<file path="config.mk">
export PLATFORM = sky130hd
export DESIGN_NAME = dcdl_ctrl
export DESIGN_NICKNAME = d
export VERILOG_FILES = /design/src/rtl/dcdl_pkg.sv /design/src/rtl/dcdl_ctrl.sv /design/src/rtl/dcdl_loop.sv
export SDC_FILE = /design/constraint.sdc
export NUM_CORES = 1
export LEC_CHECK = 0
export BUFFER_PORTS_ARGS = -buffer_cell sky130_fd_sc_hd__buf_2
export CAP_MARGIN = 40
export CORE_MARGIN = 2
export CORE_UTILIZATION = 38
export DETAILED_ROUTE_END_ITERATION = 10
export GPL_TIMING_DRIVEN = 1
export HOLD_SLACK_MARGIN = 0.02
export PLACE_DENSITY_LB_ADDON = 0.12
export SYNTH_ARGS = -nofsm -noshare
export SYNTH_HDL_FRONTEND = slang
export SYNTH_SLANG_ARGS = --single-unit
</file>
<file path="constraint.sdc">
create_clock -name sys_clk -period 9.05 [get_ports sys_clk]
set_input_delay 1.3575 -clock sys_clk [delete_from_list [all_inputs] [get_ports sys_clk]]
set_output_delay 1.3575 -clock sys_clk [all_outputs]
set_load 0.01 [all_outputs]
</file>
<file path="src/rtl/dcdl_pkg.sv">
// Package: register map, field layouts and state types of the delay loop
package dcdl_pkg;

  // ********************
  // Register offsets
  // ********************
  localparam logic [11:0] DCDL_ADR_PD     = 12'h090;
  localparam logic [11:0] DCDL_ADR_CTRL   = 12'h091;
  localparam logic [11:0] DCDL_ADR_STAT   = 12'h092;
  localparam logic [11:0] DCDL_ADR_GUARD  = 12'h093;
  localparam logic [11:0] DCDL_ADR_COARSE = 12'h094;
  localparam logic [11:0] DCDL_ADR_FINE   = 12'h095;
  localparam logic [11:0] DCDL_ADR_PHASE  = 12'h096;
  localparam logic [11:0] DCDL_ADR_BW     = 12'h097;
  localparam logic [11:0] DCDL_ADR_RBREQ  = 12'h098;
  localparam logic [11:0] DCDL_ADR_RBCRS  = 12'h099;
  localparam logic [11:0] DCDL_ADR_RBFIN  = 12'h09A;
  localparam logic [11:0] DCDL_ADR_RBPHS  = 12'h09B;

  // ********************
  // Field positions
  // ********************
  localparam int DCDL_B_TRK_ERR = 7;
  localparam int DCDL_B_SRC_ERR = 6;
  localparam int DCDL_B_SLOPE   = 5;
  localparam int DCDL_B_SRC_LO  = 3;
  localparam int DCDL_B_MODE_LO = 1;
  localparam int DCDL_B_ENABLE  = 0;
  localparam int DCDL_B_FAIL    = 2;
  localparam int DCDL_B_LOST    = 1;
  localparam int DCDL_B_LOCK    = 0;
  localparam int DCDL_B_BW_LO   = 2;

  // ********************
  // Reset values
  // ********************
  localparam logic       DCDL_RST_PD      = 1'b1;
  localparam logic       DCDL_RST_TRK_ERR = 1'b1;
  localparam logic       DCDL_RST_SRC_ERR = 1'b1;
  localparam logic       DCDL_RST_SLOPE   = 1'b0;
  localparam logic [1:0] DCDL_RST_SEARCH  = 2'h2;
  localparam logic [1:0] DCDL_RST_MODE    = 2'h0;
  localparam logic [3:0] DCDL_RST_GUARD   = 4'h0;
  localparam logic [5:0] DCDL_RST_COARSE  = 6'h00;
  localparam logic [7:0] DCDL_RST_FINE    = 8'h80;
  localparam logic [4:0] DCDL_RST_PHASE   = 5'h08;
  localparam logic [2:0] DCDL_RST_BW      = 3'h0;
  localparam logic [1:0] DCDL_RST_WEIGHT  = 2'h0;
  localparam logic [13:0] DCDL_DLY_MAX    = 14'h3FFF;

  // ********************
  // Mode and direction codes
  // ********************
  localparam logic [1:0] DCDL_MODE_SRCH_TRK = 2'h0;
  localparam logic [1:0] DCDL_MODE_TRK_ONLY = 2'h1;
  localparam logic [1:0] DCDL_MODE_SRCH_ONLY = 2'h2;
  localparam logic [1:0] DCDL_DIR_DOWN = 2'h0;
  localparam logic [1:0] DCDL_DIR_UP   = 2'h1;

  // Software configuration
  typedef struct packed {
    logic       track_restart;
    logic       search_stop;
    logic       slope_pos;
    logic [1:0] search_dir;
    logic [1:0] mode;
    logic       enable;
    logic [3:0] guard;
    logic [5:0] coarse;
    logic [7:0] fine;
    logic [4:0] desired_phase_value;
    logic [2:0] phase_filter_bandwidth;
    logic [1:0] tracking_speed;
    logic       loop_power_down;
  } dcdl_cfg_t;

  typedef enum logic [2:0] {
    DCDL_ST_IDLE   = 3'b000,
    DCDL_ST_SEARCH = 3'b001,
    DCDL_ST_TRACK  = 3'b010,
    DCDL_ST_HOLD   = 3'b011,
    DCDL_ST_FAIL   = 3'b100
  } dcdl_fsm_t;

  // Loop engine state
  typedef struct packed {
    dcdl_fsm_t   fsm;
    logic [13:0] dly;
    logic [7:0]  cnt;
    logic        dir_up;
    logic        second_leg;
    logic        locked;
    logic        lost_p;
    logic        fail_p;
  } dcdl_loop_t;

  // Top state
  typedef struct packed {
    dcdl_cfg_t  cfg;
    logic       lost;
    logic       fail;
    logic       rb_req;
    logic [5:0] rb_coarse;
    logic [7:0] rb_fine;
    logic [4:0] rb_phase;
    logic [7:0] rdata;
    logic [4:0] meas_s1;
    logic [4:0] meas_s2;
  } dcdl_top_t;

endpackage : dcdl_pkg

</file>
<file path="src/rtl/dcdl_ctrl.sv">
// Delay loop controller: configuration registers, status and readback
`timescale 1ns/10ps
module dcdl_ctrl (
  input  wire logic        sys_clk,
  input  wire logic        rst,
  input  wire logic [11:0] reg_addr,
  input  wire logic        reg_wr,
  input  wire logic        reg_rd,
  input  wire logic [7:0]  reg_wdata,
  output logic [7:0]       reg_rdata,
  input  wire logic [4:0]  phase_meas,
  output logic [5:0]       coarse_delay,
  output logic [7:0]       fine_delay,
  output logic             loop_power_down,
  output logic             lock_achieved_flag
);
  import dcdl_pkg::*;

  dcdl_top_t  s;
  dcdl_top_t  next_s;
  logic [13:0] dly;
  logic        locked;
  logic        lost_p;
  logic        fail_p;
  logic [7:0]  rd_mux;

  // ********************
  // Loop engine
  // ********************
  dcdl_loop u_loop (
    .sys_clk (sys_clk),
    .rst     (rst),
    .cfg     (s.cfg),
    .meas    (s.meas_s2),
    .dly     (dly),
    .locked  (locked),
    .lost_p  (lost_p),
    .fail_p  (fail_p)
  );

  // ********************
  // Register read mux
  // ********************
  always_comb begin
    rd_mux = 8'h00;
    case (reg_addr)
      DCDL_ADR_PD:     rd_mux = {7'h00, s.cfg.loop_power_down};
      DCDL_ADR_CTRL:   rd_mux = {s.cfg.track_restart, s.cfg.search_stop,
                                 s.cfg.slope_pos, s.cfg.search_dir,
                                 s.cfg.mode, s.cfg.enable};
      DCDL_ADR_STAT:   rd_mux = {5'h00, s.fail, s.lost, locked};
      DCDL_ADR_GUARD:  rd_mux = {4'h0, s.cfg.guard};
      DCDL_ADR_COARSE: rd_mux = {2'h0, s.cfg.coarse};
      DCDL_ADR_FINE:   rd_mux = s.cfg.fine;
      DCDL_ADR_PHASE:  rd_mux = {3'h0, s.cfg.desired_phase_value};
      DCDL_ADR_BW:     rd_mux = {3'h0, s.cfg.phase_filter_bandwidth,
                                 s.cfg.tracking_speed};
      DCDL_ADR_RBREQ:  rd_mux = {7'h00, s.rb_req};
      DCDL_ADR_RBCRS:  rd_mux = {2'h0, s.rb_coarse};
      DCDL_ADR_RBFIN:  rd_mux = s.rb_fine;
      DCDL_ADR_RBPHS:  rd_mux = {3'h0, s.rb_phase};
      default:         rd_mux = 8'h00;
    endcase
  end

  // ********************
  // Next state
  // ********************
  always_comb begin
    next_s         = s;
    next_s.meas_s1 = phase_meas;
    next_s.meas_s2 = s.meas_s1;
    if (reg_rd) begin
      next_s.rdata = rd_mux;
    end
    // Register writes
    if (reg_wr) begin
      case (reg_addr)
        DCDL_ADR_PD: next_s.cfg.loop_power_down = reg_wdata[0];
        DCDL_ADR_CTRL: begin
          next_s.cfg.track_restart = reg_wdata[DCDL_B_TRK_ERR];
          next_s.cfg.search_stop   = reg_wdata[DCDL_B_SRC_ERR];
          next_s.cfg.slope_pos     = reg_wdata[DCDL_B_SLOPE];
          next_s.cfg.search_dir    = reg_wdata[DCDL_B_SRC_LO +: 2];
          next_s.cfg.mode          = reg_wdata[DCDL_B_MODE_LO +: 2];
          next_s.cfg.enable        = reg_wdata[DCDL_B_ENABLE];
        end
        DCDL_ADR_STAT:   next_s.lost = reg_wdata[DCDL_B_LOST];
        DCDL_ADR_GUARD:  next_s.cfg.guard = reg_wdata[3:0];
        DCDL_ADR_COARSE: next_s.cfg.coarse = reg_wdata[5:0];
        DCDL_ADR_FINE:   next_s.cfg.fine = reg_wdata;
        DCDL_ADR_PHASE:  next_s.cfg.desired_phase_value = reg_wdata[4:0];
        DCDL_ADR_BW: begin
          next_s.cfg.phase_filter_bandwidth = reg_wdata[DCDL_B_BW_LO +: 3];
          next_s.cfg.tracking_speed         = reg_wdata[1:0];
        end
        DCDL_ADR_RBREQ: begin
          next_s.rb_req = reg_wdata[0];
          if (reg_wdata[0] && !s.rb_req) begin
            next_s.rb_coarse = dly[13:8];
            next_s.rb_fine   = dly[7:0];
            next_s.rb_phase  = s.meas_s2;
          end
        end
        default: next_s.rdata = next_s.rdata;
      endcase
    end
    // Failure flag clears when the controller is disabled; set wins
    if (!s.cfg.enable) begin
      next_s.fail = 1'b0;
    end
    if (fail_p) begin
      next_s.fail = 1'b1;
    end
    if (lost_p) begin
      next_s.lost = 1'b1;
    end
  end

  // ********************
  // State register
  // ********************
  always_ff @(posedge sys_clk) begin
    if (rst) begin
      s <= '{cfg: '{track_restart: DCDL_RST_TRK_ERR,
                    search_stop: DCDL_RST_SRC_ERR,
                    slope_pos: DCDL_RST_SLOPE,
                    search_dir: DCDL_RST_SEARCH,
                    mode: DCDL_RST_MODE,
                    enable: 1'b0,
                    guard: DCDL_RST_GUARD,
                    coarse: DCDL_RST_COARSE,
                    fine: DCDL_RST_FINE,
                    desired_phase_value: DCDL_RST_PHASE,
                    phase_filter_bandwidth: DCDL_RST_BW,
                    tracking_speed: DCDL_RST_WEIGHT,
                    loop_power_down: DCDL_RST_PD},
             default: '0};
    end else begin
      s <= next_s;
    end
  end

  // Outputs straight from flip-flops
  assign reg_rdata          = s.rdata;
  assign coarse_delay       = dly[13:8];
  assign fine_delay         = dly[7:0];
  assign loop_power_down    = s.cfg.loop_power_down;
  assign lock_achieved_flag = locked;

endmodule : dcdl_ctrl

</file>
<file path="src/rtl/dcdl_loop.sv">
// Closed-loop delay search and tracking engine
`timescale 1ns/10ps
module dcdl_loop (
  input  wire logic               sys_clk,
  input  wire logic               rst,
  input  wire dcdl_pkg::dcdl_cfg_t cfg,
  input  wire logic [4:0]         meas,
  output logic [13:0]             dly,
  output logic                    locked,
  output logic                    lost_p,
  output logic                    fail_p
);
  import dcdl_pkg::*;

  dcdl_loop_t s;
  dcdl_loop_t next_s;
  logic [13:0] setp;
  logic [13:0] step;
  logic [4:0]  diff;
  logic        in_band;
  logic        go_up;

  // Settle time between samples, widened by the filter bandwidth
  function automatic logic [7:0] settle(input logic [2:0] bw);
    settle = 8'h01 << bw;
  endfunction : settle

  // Error magnitude, guard band test and tracking direction
  always_comb begin
    setp    = {cfg.coarse, cfg.fine};
    step    = 14'h0001 << cfg.tracking_speed;
    diff    = (meas > cfg.desired_phase_value) ?
              meas - cfg.desired_phase_value :
              cfg.desired_phase_value - meas;
    in_band = {3'h0, diff} <= {4'h0, cfg.guard};
    go_up   = (meas < cfg.desired_phase_value) == cfg.slope_pos;
  end

  // Next state of the engine
  always_comb begin
    next_s        = s;
    next_s.lost_p = 1'b0;
    next_s.fail_p = 1'b0;
    if (!cfg.enable || cfg.loop_power_down) begin
      next_s.fsm    = DCDL_ST_IDLE;
      next_s.dly    = setp;
      next_s.locked = 1'b0;
      next_s.cnt    = 8'h00;
    end else begin
      case (s.fsm)
        DCDL_ST_IDLE: begin
          next_s.dly        = setp;
          next_s.cnt        = settle(cfg.phase_filter_bandwidth);
          next_s.dir_up     = (cfg.search_dir == DCDL_DIR_UP);
          next_s.second_leg = 1'b0;
          next_s.fsm        = (cfg.mode == DCDL_MODE_TRK_ONLY) ?
                              DCDL_ST_TRACK : DCDL_ST_SEARCH;
        end
        DCDL_ST_SEARCH: begin
          if (s.cnt != 8'h00) begin
            next_s.cnt = s.cnt - 8'h01;
          end else begin
            next_s.cnt = settle(cfg.phase_filter_bandwidth);
            if (in_band) begin
              next_s.locked = 1'b1;
              next_s.fsm    = (cfg.mode == DCDL_MODE_SRCH_ONLY) ?
                              DCDL_ST_HOLD : DCDL_ST_TRACK;
            end else if (s.dir_up ? s.dly == DCDL_DLY_MAX
                                  : s.dly == 14'h0000) begin
              if (cfg.search_dir != DCDL_DIR_DOWN &&
                  cfg.search_dir != DCDL_DIR_UP && !s.second_leg) begin
                next_s.second_leg = 1'b1;
                next_s.dir_up     = 1'b1;
                next_s.dly        = setp;
              end else begin
                next_s.fail_p = 1'b1;
                next_s.fsm    = cfg.search_stop ?
                                DCDL_ST_FAIL : DCDL_ST_IDLE;
              end
            end else begin
              next_s.dly = s.dir_up ? s.dly + 14'h0001
                                    : s.dly - 14'h0001;
            end
          end
        end
        DCDL_ST_TRACK: begin
          if (s.cnt != 8'h00) begin
            next_s.cnt = s.cnt - 8'h01;
          end else begin
            next_s.cnt = settle(cfg.phase_filter_bandwidth);
            if (in_band) begin
              next_s.locked = 1'b1;
            end else begin
              if (s.locked) begin
                next_s.lost_p = 1'b1;
                next_s.locked = 1'b0;
                if (cfg.track_restart &&
                    cfg.mode != DCDL_MODE_TRK_ONLY) begin
                  next_s.fsm = DCDL_ST_IDLE;
                end
              end
              // Saturating step toward the desired phase
              if (go_up) begin
                next_s.dly = (DCDL_DLY_MAX - s.dly < step) ?
                             DCDL_DLY_MAX : s.dly + step;
              end else begin
                next_s.dly = (s.dly < step) ? 14'h0000
                                            : s.dly - step;
              end
            end
          end
        end
        DCDL_ST_HOLD: next_s.fsm = DCDL_ST_HOLD;
        DCDL_ST_FAIL: next_s.fsm = DCDL_ST_FAIL;
        default:      next_s.fsm = DCDL_ST_IDLE;
      endcase
    end
  end

  // State register
  always_ff @(posedge sys_clk) begin
    if (rst) begin
      s <= '{fsm: DCDL_ST_IDLE, dly: {DCDL_RST_COARSE, DCDL_RST_FINE},
             default: '0};
    end else begin
      s <= next_s;
    end
  end

  assign dly    = s.dly;
  assign locked = s.locked;
  assign lost_p = s.lost_p;
  assign fail_p = s.fail_p;

endmodule : dcdl_loop

</file>
* Word level (Yosys, flattened, before mapping)
Index checks and enable logic that the tools add are counted.
** Storage, ports and cells
- Input port bits :: 29
- Memories :: 0
- Flip-flop bits (word level) :: 107
- Latch bits :: 0
- Memory bits (read-only) :: 0
- Bits in writable memories :: 0
** Cells by class
- Shifts and indexed selects :: 2
- Bitwise operators :: 4
- $lt $le $gt $ge :: 5
- $mul :: 0
- Equal/unequal tests :: 40
- Mux-type cells :: 43
- $add $sub $neg :: 8
- Divide/modulo/power cells :: 0
- Reduce and logical (&&, ||, !) cells :: 35
** Operators with widths (number)
- $eq A12 B8 Y1 const B :: 12
- $mux W14 :: 7
- $pmux W8 S12 :: 1
- $pmux W22 S3 :: 1
- $mux W17 :: 3
- $lt A14 B14 Y1 :: 2
- $mux W22 :: 1
- $mux W3 :: 7
- $reduce_and A2 Y1 :: 9
- $mux W8 :: 2
- $ne A2 B1 Y1 const B :: 8
- $pmux W3 S5 :: 1
- $add A14 B1 Y14 const B :: 1
- $add A14 B14 Y14 :: 1
- $eq A14 B14 Y1 const B :: 1
- $logic_not A14 Y1 :: 1
- $shl A1 B2 Y14 const A :: 1
- $sub A14 B1 Y14 const B :: 1
- $sub A14 B14 Y14 :: 1
- $sub A14 B14 Y14 const A :: 1
- $mux W1 :: 12
- $reduce_and A6 Y1 :: 2
- $mux W2 :: 5
- $reduce_bool A2 Y1 :: 5
- 34 further kinds :: 51

* Logic depth before layout (Yosys ltp)
- Word-level depth :: 9
- Gate-level depth with buffers :: 18
- Gate-level depth less buffers :: 16

* Cells and area by module
A second synthesis with hierarchy kept.
** Unflattened totals
- Cells, all modules :: 933
- Area total of the unflattened synthesis :: 7757.4 sq um
** Modules (own cells, without submodules)
- dcdl_loop :: cells an instance 541, area an instance 3998.8 sq um, instances 1, sequential area each 600.6 sq um
- dcdl_ctrl :: cells an instance 392, area an instance 3758.6 sq um, instances 1, sequential area each 1541.5 sq um

* Worst setup path before layout
OpenSTA, ideal clock, no wires.
- Kind :: input to register
- Start point :: input port reg_addr[5]
- End point :: register s[32] in the netlist's numbering
- Path slack :: 5.293 ns
- Stages :: 8
- Setup time :: 0.128 ns
- Data required time :: 8.922 ns
- Arrival :: 3.629 ns
- Cells stage by stage :: nor4bb_1 > nor3b_1 > nand3_1 > or3b_2 > buf_1 > clkbuf_1 > mux2i_1 > nor2_1
** On the way
- Longest elaborated chain between the ends :: 2
** RTL lines
- start, declared :: line dcdl_ctrl.sv:6 : input wire logic [11:0] reg_addr,
- $eq A12 B8 Y1 :: line dcdl_ctrl.sv:78 : case (reg_addr)
- $reduce_and A3 Y1 (no source line)
- end signal, assigned :: line dcdl_ctrl.sv:125 : s <= '{cfg: '{track_restart: DCDL_RST_TRK_ERR,
- end signal, assigned :: line dcdl_ctrl.sv:140 : s <= next_s;
- end, declared :: line dcdl_ctrl.sv:19 : dcdl_top_t s;
No other way between the ends.
A chain may end at the register's enable or synchronous reset.

* Final worst setup path
- Start point :: register s[2] in the netlist's numbering
- End point :: register u_loop.s, in the netlist u_loop.dly[12]
** On the way
- Longest elaborated chain between the ends :: 7
- Elaborated cells between the ends (all ways) :: 15
** RTL lines
- branches (longest 7 deep; another with $sub A5 B5 Y5)
- end signal, assigned :: line dcdl_loop.sv:123 : s <= '{fsm: DCDL_ST_IDLE, dly: {DCDL_RST_COARSE, DCDL_RST_FINE},
- end signal, assigned :: line dcdl_loop.sv:126 : s <= next_s;
- end, declared :: line dcdl_loop.sv:15 : dcdl_loop_t s;
Several ways; the timed one is not identified. The select of a mux whose other input is x is not followed.

==> impl.org <==
** Pwr
- The analysis attributes to cell leakage a power of 0.003034 uW.
- Power consumption :: 936.0 uW
- In this run the power density over the cells is 122.0 nW/um^2.
- IR analysis of the VDD net gives a maximum drop of 94.01 uV.

** Min path
- Worst Hold End :: s[4]
- Cell depth of the worst min-delay path :: 1
- In this run the most critical hold path is launched from next_s[4].
- In this run the worst hold path is classified as register to register.

** Global route
- The number of global-route vias before repair came to 6062.
- For this run, the total global-route usage over all layers was measured as 22.86%.
- Antenna violations before repair :: 0
- First-pass GRT wire length :: 35450 um
- Summed over all layers, the global routing overflow is 0.
- Entering global routing, the biggest net connects between 70 and 80 pins.

** STA
- The max-slew violation total from the final report is 0.
- Ratio of final minimum period to clock period :: 49.50%
- Setup_tns :: 0 ps
- Final hold violation count :: 0
- Total of endpoints with negative setup slack in the final report :: 0
- After layout, the minimum clock period comes to 4480 ps.
- Measured slew at the worst slew-check pin :: 954.7 ps
- Measured against its own limit, the worst slew margin works out to 36.36%.
- Highest clock frequency the design can meet :: 0.2232 GHz
- Setup repair after global routing missed its margin :: false
- On the final layout, the worst clock skew is between 10 and 15 ps.

** Die
- Io pins :: between 50 and 60
- The die covers 19960 sq um.
- The floorplan has 50 rows.
- Chip height :: 141.3 um
- Core box area :: 18580 sq um
- The die is 141.3 um wide.
- For this configuration, the core starts out at a cell density of 38.54%.

** Finish
- Cells with a size suffix above 1 make up around 11% of the layout.
- Diode insertion count for antenna repair :: 0
- Net count of the finished layout :: 969
- The finished layout holds about 1100 standard cells, fillers aside.
- After routing the design area is about 7700 sq um.
- Area overhead of the layout relative to synthesis :: 7.129%

** Clock tree
- CTS HTree Levels :: 3
- Hold-fix buffers at CTS :: 0
- Register clock-pin slew on the reported worst setup and hold paths :: around 80 ps
- Number of buffers inserted during clock tree synthesis :: 9
- TritonCTS built the clock tree.
- Counting every sink on the clock net gives 107.
- Number of gates resized after cts :: 0
- Post-CTS repair timing setup buffer count :: 0
- Insertion delay to the later sink of the worst-skew pair :: 370 ps
- In this run the deepest clock path goes through 2 buffers.
- The tree is rooted in a clkbuf_16.

** Logic synthesis
- Dominant register cell in the synthesized netlist :: dfxtp_1
- Counting every net in the synthesized netlist gives 976.
- In the post-synthesis netlist, the cell with the most instances is dfxtp_1.
- Yosys printed 0 warnings.
- Ranked by total cell area, the synthesized netlist is headed by dfxtp_1 30%, ha_1 6.8%, a21oi_1 5.2%, nor2_1 4.2%, nand3_1 3.8%.
- Counting every instance in the synthesized netlist gives 903.
- Yosys top cell by area :: dfxtp_1
- Counting flops with an async set or reset pin after synthesis yields a share of 0%.
- Of the synthesized area, sequential elements account for ~30%.
- Synthesized area :: 7161 sq um
- In this run, synthesis inferred 0 flip-flops with an integrated enable.
- Counting instances in the post-synthesis netlist gives the leading cell types as 107 x dfxtp_1, 81 x nor2_1, 75 x a21oi_1.
- After synthesis, the mean cell area works out to ~7.9 sq um.
- Counting flops and latches in the post-synthesis netlist gives between 100 and 150.
- Count of unique library cells instantiated by Yosys :: 80
- Top cell type's share of synthesized area :: ~30%

** Setup path
- Type of element launching the critical path :: register
- The worst setup path is captured at a register.
- In this run the worst path has a maximum fanout of 16.
- At the worst endpoint, the required time is 9270 ps.
- In this run the critical register-to-register path is captured at u_loop.dly[12].
- By startpoint and endpoint, the worst setup path is classified as register to register.
- Measured in cells, the most critical reg-to-reg path has a length of 14.
- Source of the worst register-to-register timing path :: s[2]
- Setup slack of the most critical reg-to-reg path :: 4570 ps
- Data on the critical path arrives at its endpoint at 4700 ps.

** Routing
- The final route contains 6731 vias.
- First DRT Iteration DRCs :: just over 600
- Via density :: approximately 6
- DR WL/cell :: 20.21 um
- The count of nets left with antenna violations once routing finished came out at 0.
- Total DRC errors in the routed layout :: 0
- The first TritonRoute pass finished after 5 iterations.
- Routed Wire Length :: 22930 um

** Status
- The run finished with clean final reports.

** Job
- Max-cap violations in this run came to 0.

** Placed design
- Placed cell area :: between 7000 and 8000 sq um
- Routability congestion estimate :: approximately 0.89
- Final HPWL DP :: 17020 um
- Input and output buffers added on the ports amount to 52.
- After detailed placement, the design holds a cell count of 1119.
## cell families (layout without fill, tap and decap cells)
kind of cell | Yosys count | after routing | synth area share (%)
buf+inv | 115 | 113 | 7.356
simple gates | 333 | 333 | 23.45
compound gates | 252 | 252 | 24.15
fa+ha+maj | 44 | 44 | 8.213
flops | 107 | 107 | 29.91
mux | 29 | 29 | 4.106
xor+xnor | 23 | 23 | 2.813
## cell type report
type / count / area [sq um]
well taps: 234 / 292.8
clock buffers: 9 / 225.2
flip-flops and latches: 107 / 2142
fillers: 1922 / 10910
inverters: 39 / 146.4
repair buffers: 58 / 302.8
clock inverters: 7 / 70.07
multi-input cells: 681 / 4492
## through the flow
step | util [%] | hold WS, ps | setup WS [ps]
global route | 41.29 | 461.4 | 4106
detailed placement | 39.70 | 423.4 | 4636
global placement | 39.63 | 415.8 | 4631
finish | 41.29 | 436.9 | 4570
CTS | 41.29 | 440.6 | 4609
floorplan | - | 410.8 | 5293
## metal layers
| metal | vias to the layer above | track usage [%] | wire, um |
|---|---|---|---|
| met5 | - | 0 | 0 |
| met4 | 0 | 3.842 | 229 |
| met3 | 16 | 4.219 | 1459 |
| met2 | 227 | 34.95 | 10310 |
| met1 | 3216 | 33.99 | 10930 |
| li1 | 3272 | - | - |
## cells in the final DEF (no fill, tap or decap), types with 14 or more instances in the layout
cell type	instances
o31ai_1	15
nand2_1	65
a21o_1	17
a31oi_1	15
nand2b_1	14
a22oi_1	28
ha_1	39
nor2_1	81
o21ai_0	31
dfxtp_1	107
nor3_1	20
inv_1	37
nor2b_1	15
a21oi_1	75
xnor2_1	16
and3_1	17
buf_2	53
nand3_1	55
mux2i_1	26
## registers in the layout, summed over array words and instances, names as in the netlist
register / count
loop_power_down: 1
next_s: 5
reg_rdata: 8
s: 63
u_loop.dly: 14
u_loop.fail_p: 1
u_loop.locked: 1
u_loop.lost_p: 1
u_loop.s: 13
## critical path, cell delays in order, from the launching register on
cell      delay (ps)
dfxtp_1          340
inv_1             60
ha_1             380
o21ai_0          300
a21oi_1          120
o31ai_1          470
mux2_2           400
ha_1             290
nor2b_1          120
o21ai_0           70
a32oi_1          300
nand4b_1         260
and3_1           570
or2_1            490
a41oi_1          170
## power breakdown
part           internal, uW  switching, uW  leakage [uW]
clock                   194            205      0.000141
sequential              472          0.811      0.000864
combinational          20.5           42.9       0.00203
total                   687            249       0.00303
## worst max-delay path by stage
| stage | from | end | slack [ps] | depth (start not counted) |
|---|---|---|---|---|
| finish | s[2] | u_loop.dly[12] | 4570 | 14 |
| global route | s[2] | u_loop.dly[8] | 4110 | 16 |
| CTS | s[2] | u_loop.dly[12] | 4610 | 14 |
| detailed placement | s[2] | u_loop.dly[12] | 4640 | 14 |
| global placement | s[2] | u_loop.dly[12] | 4630 | 14 |
| floorplan | reg_addr[5] | s[32] | 5290 | 8 |
No activity file was read; power rests on OpenSTA's default activity.
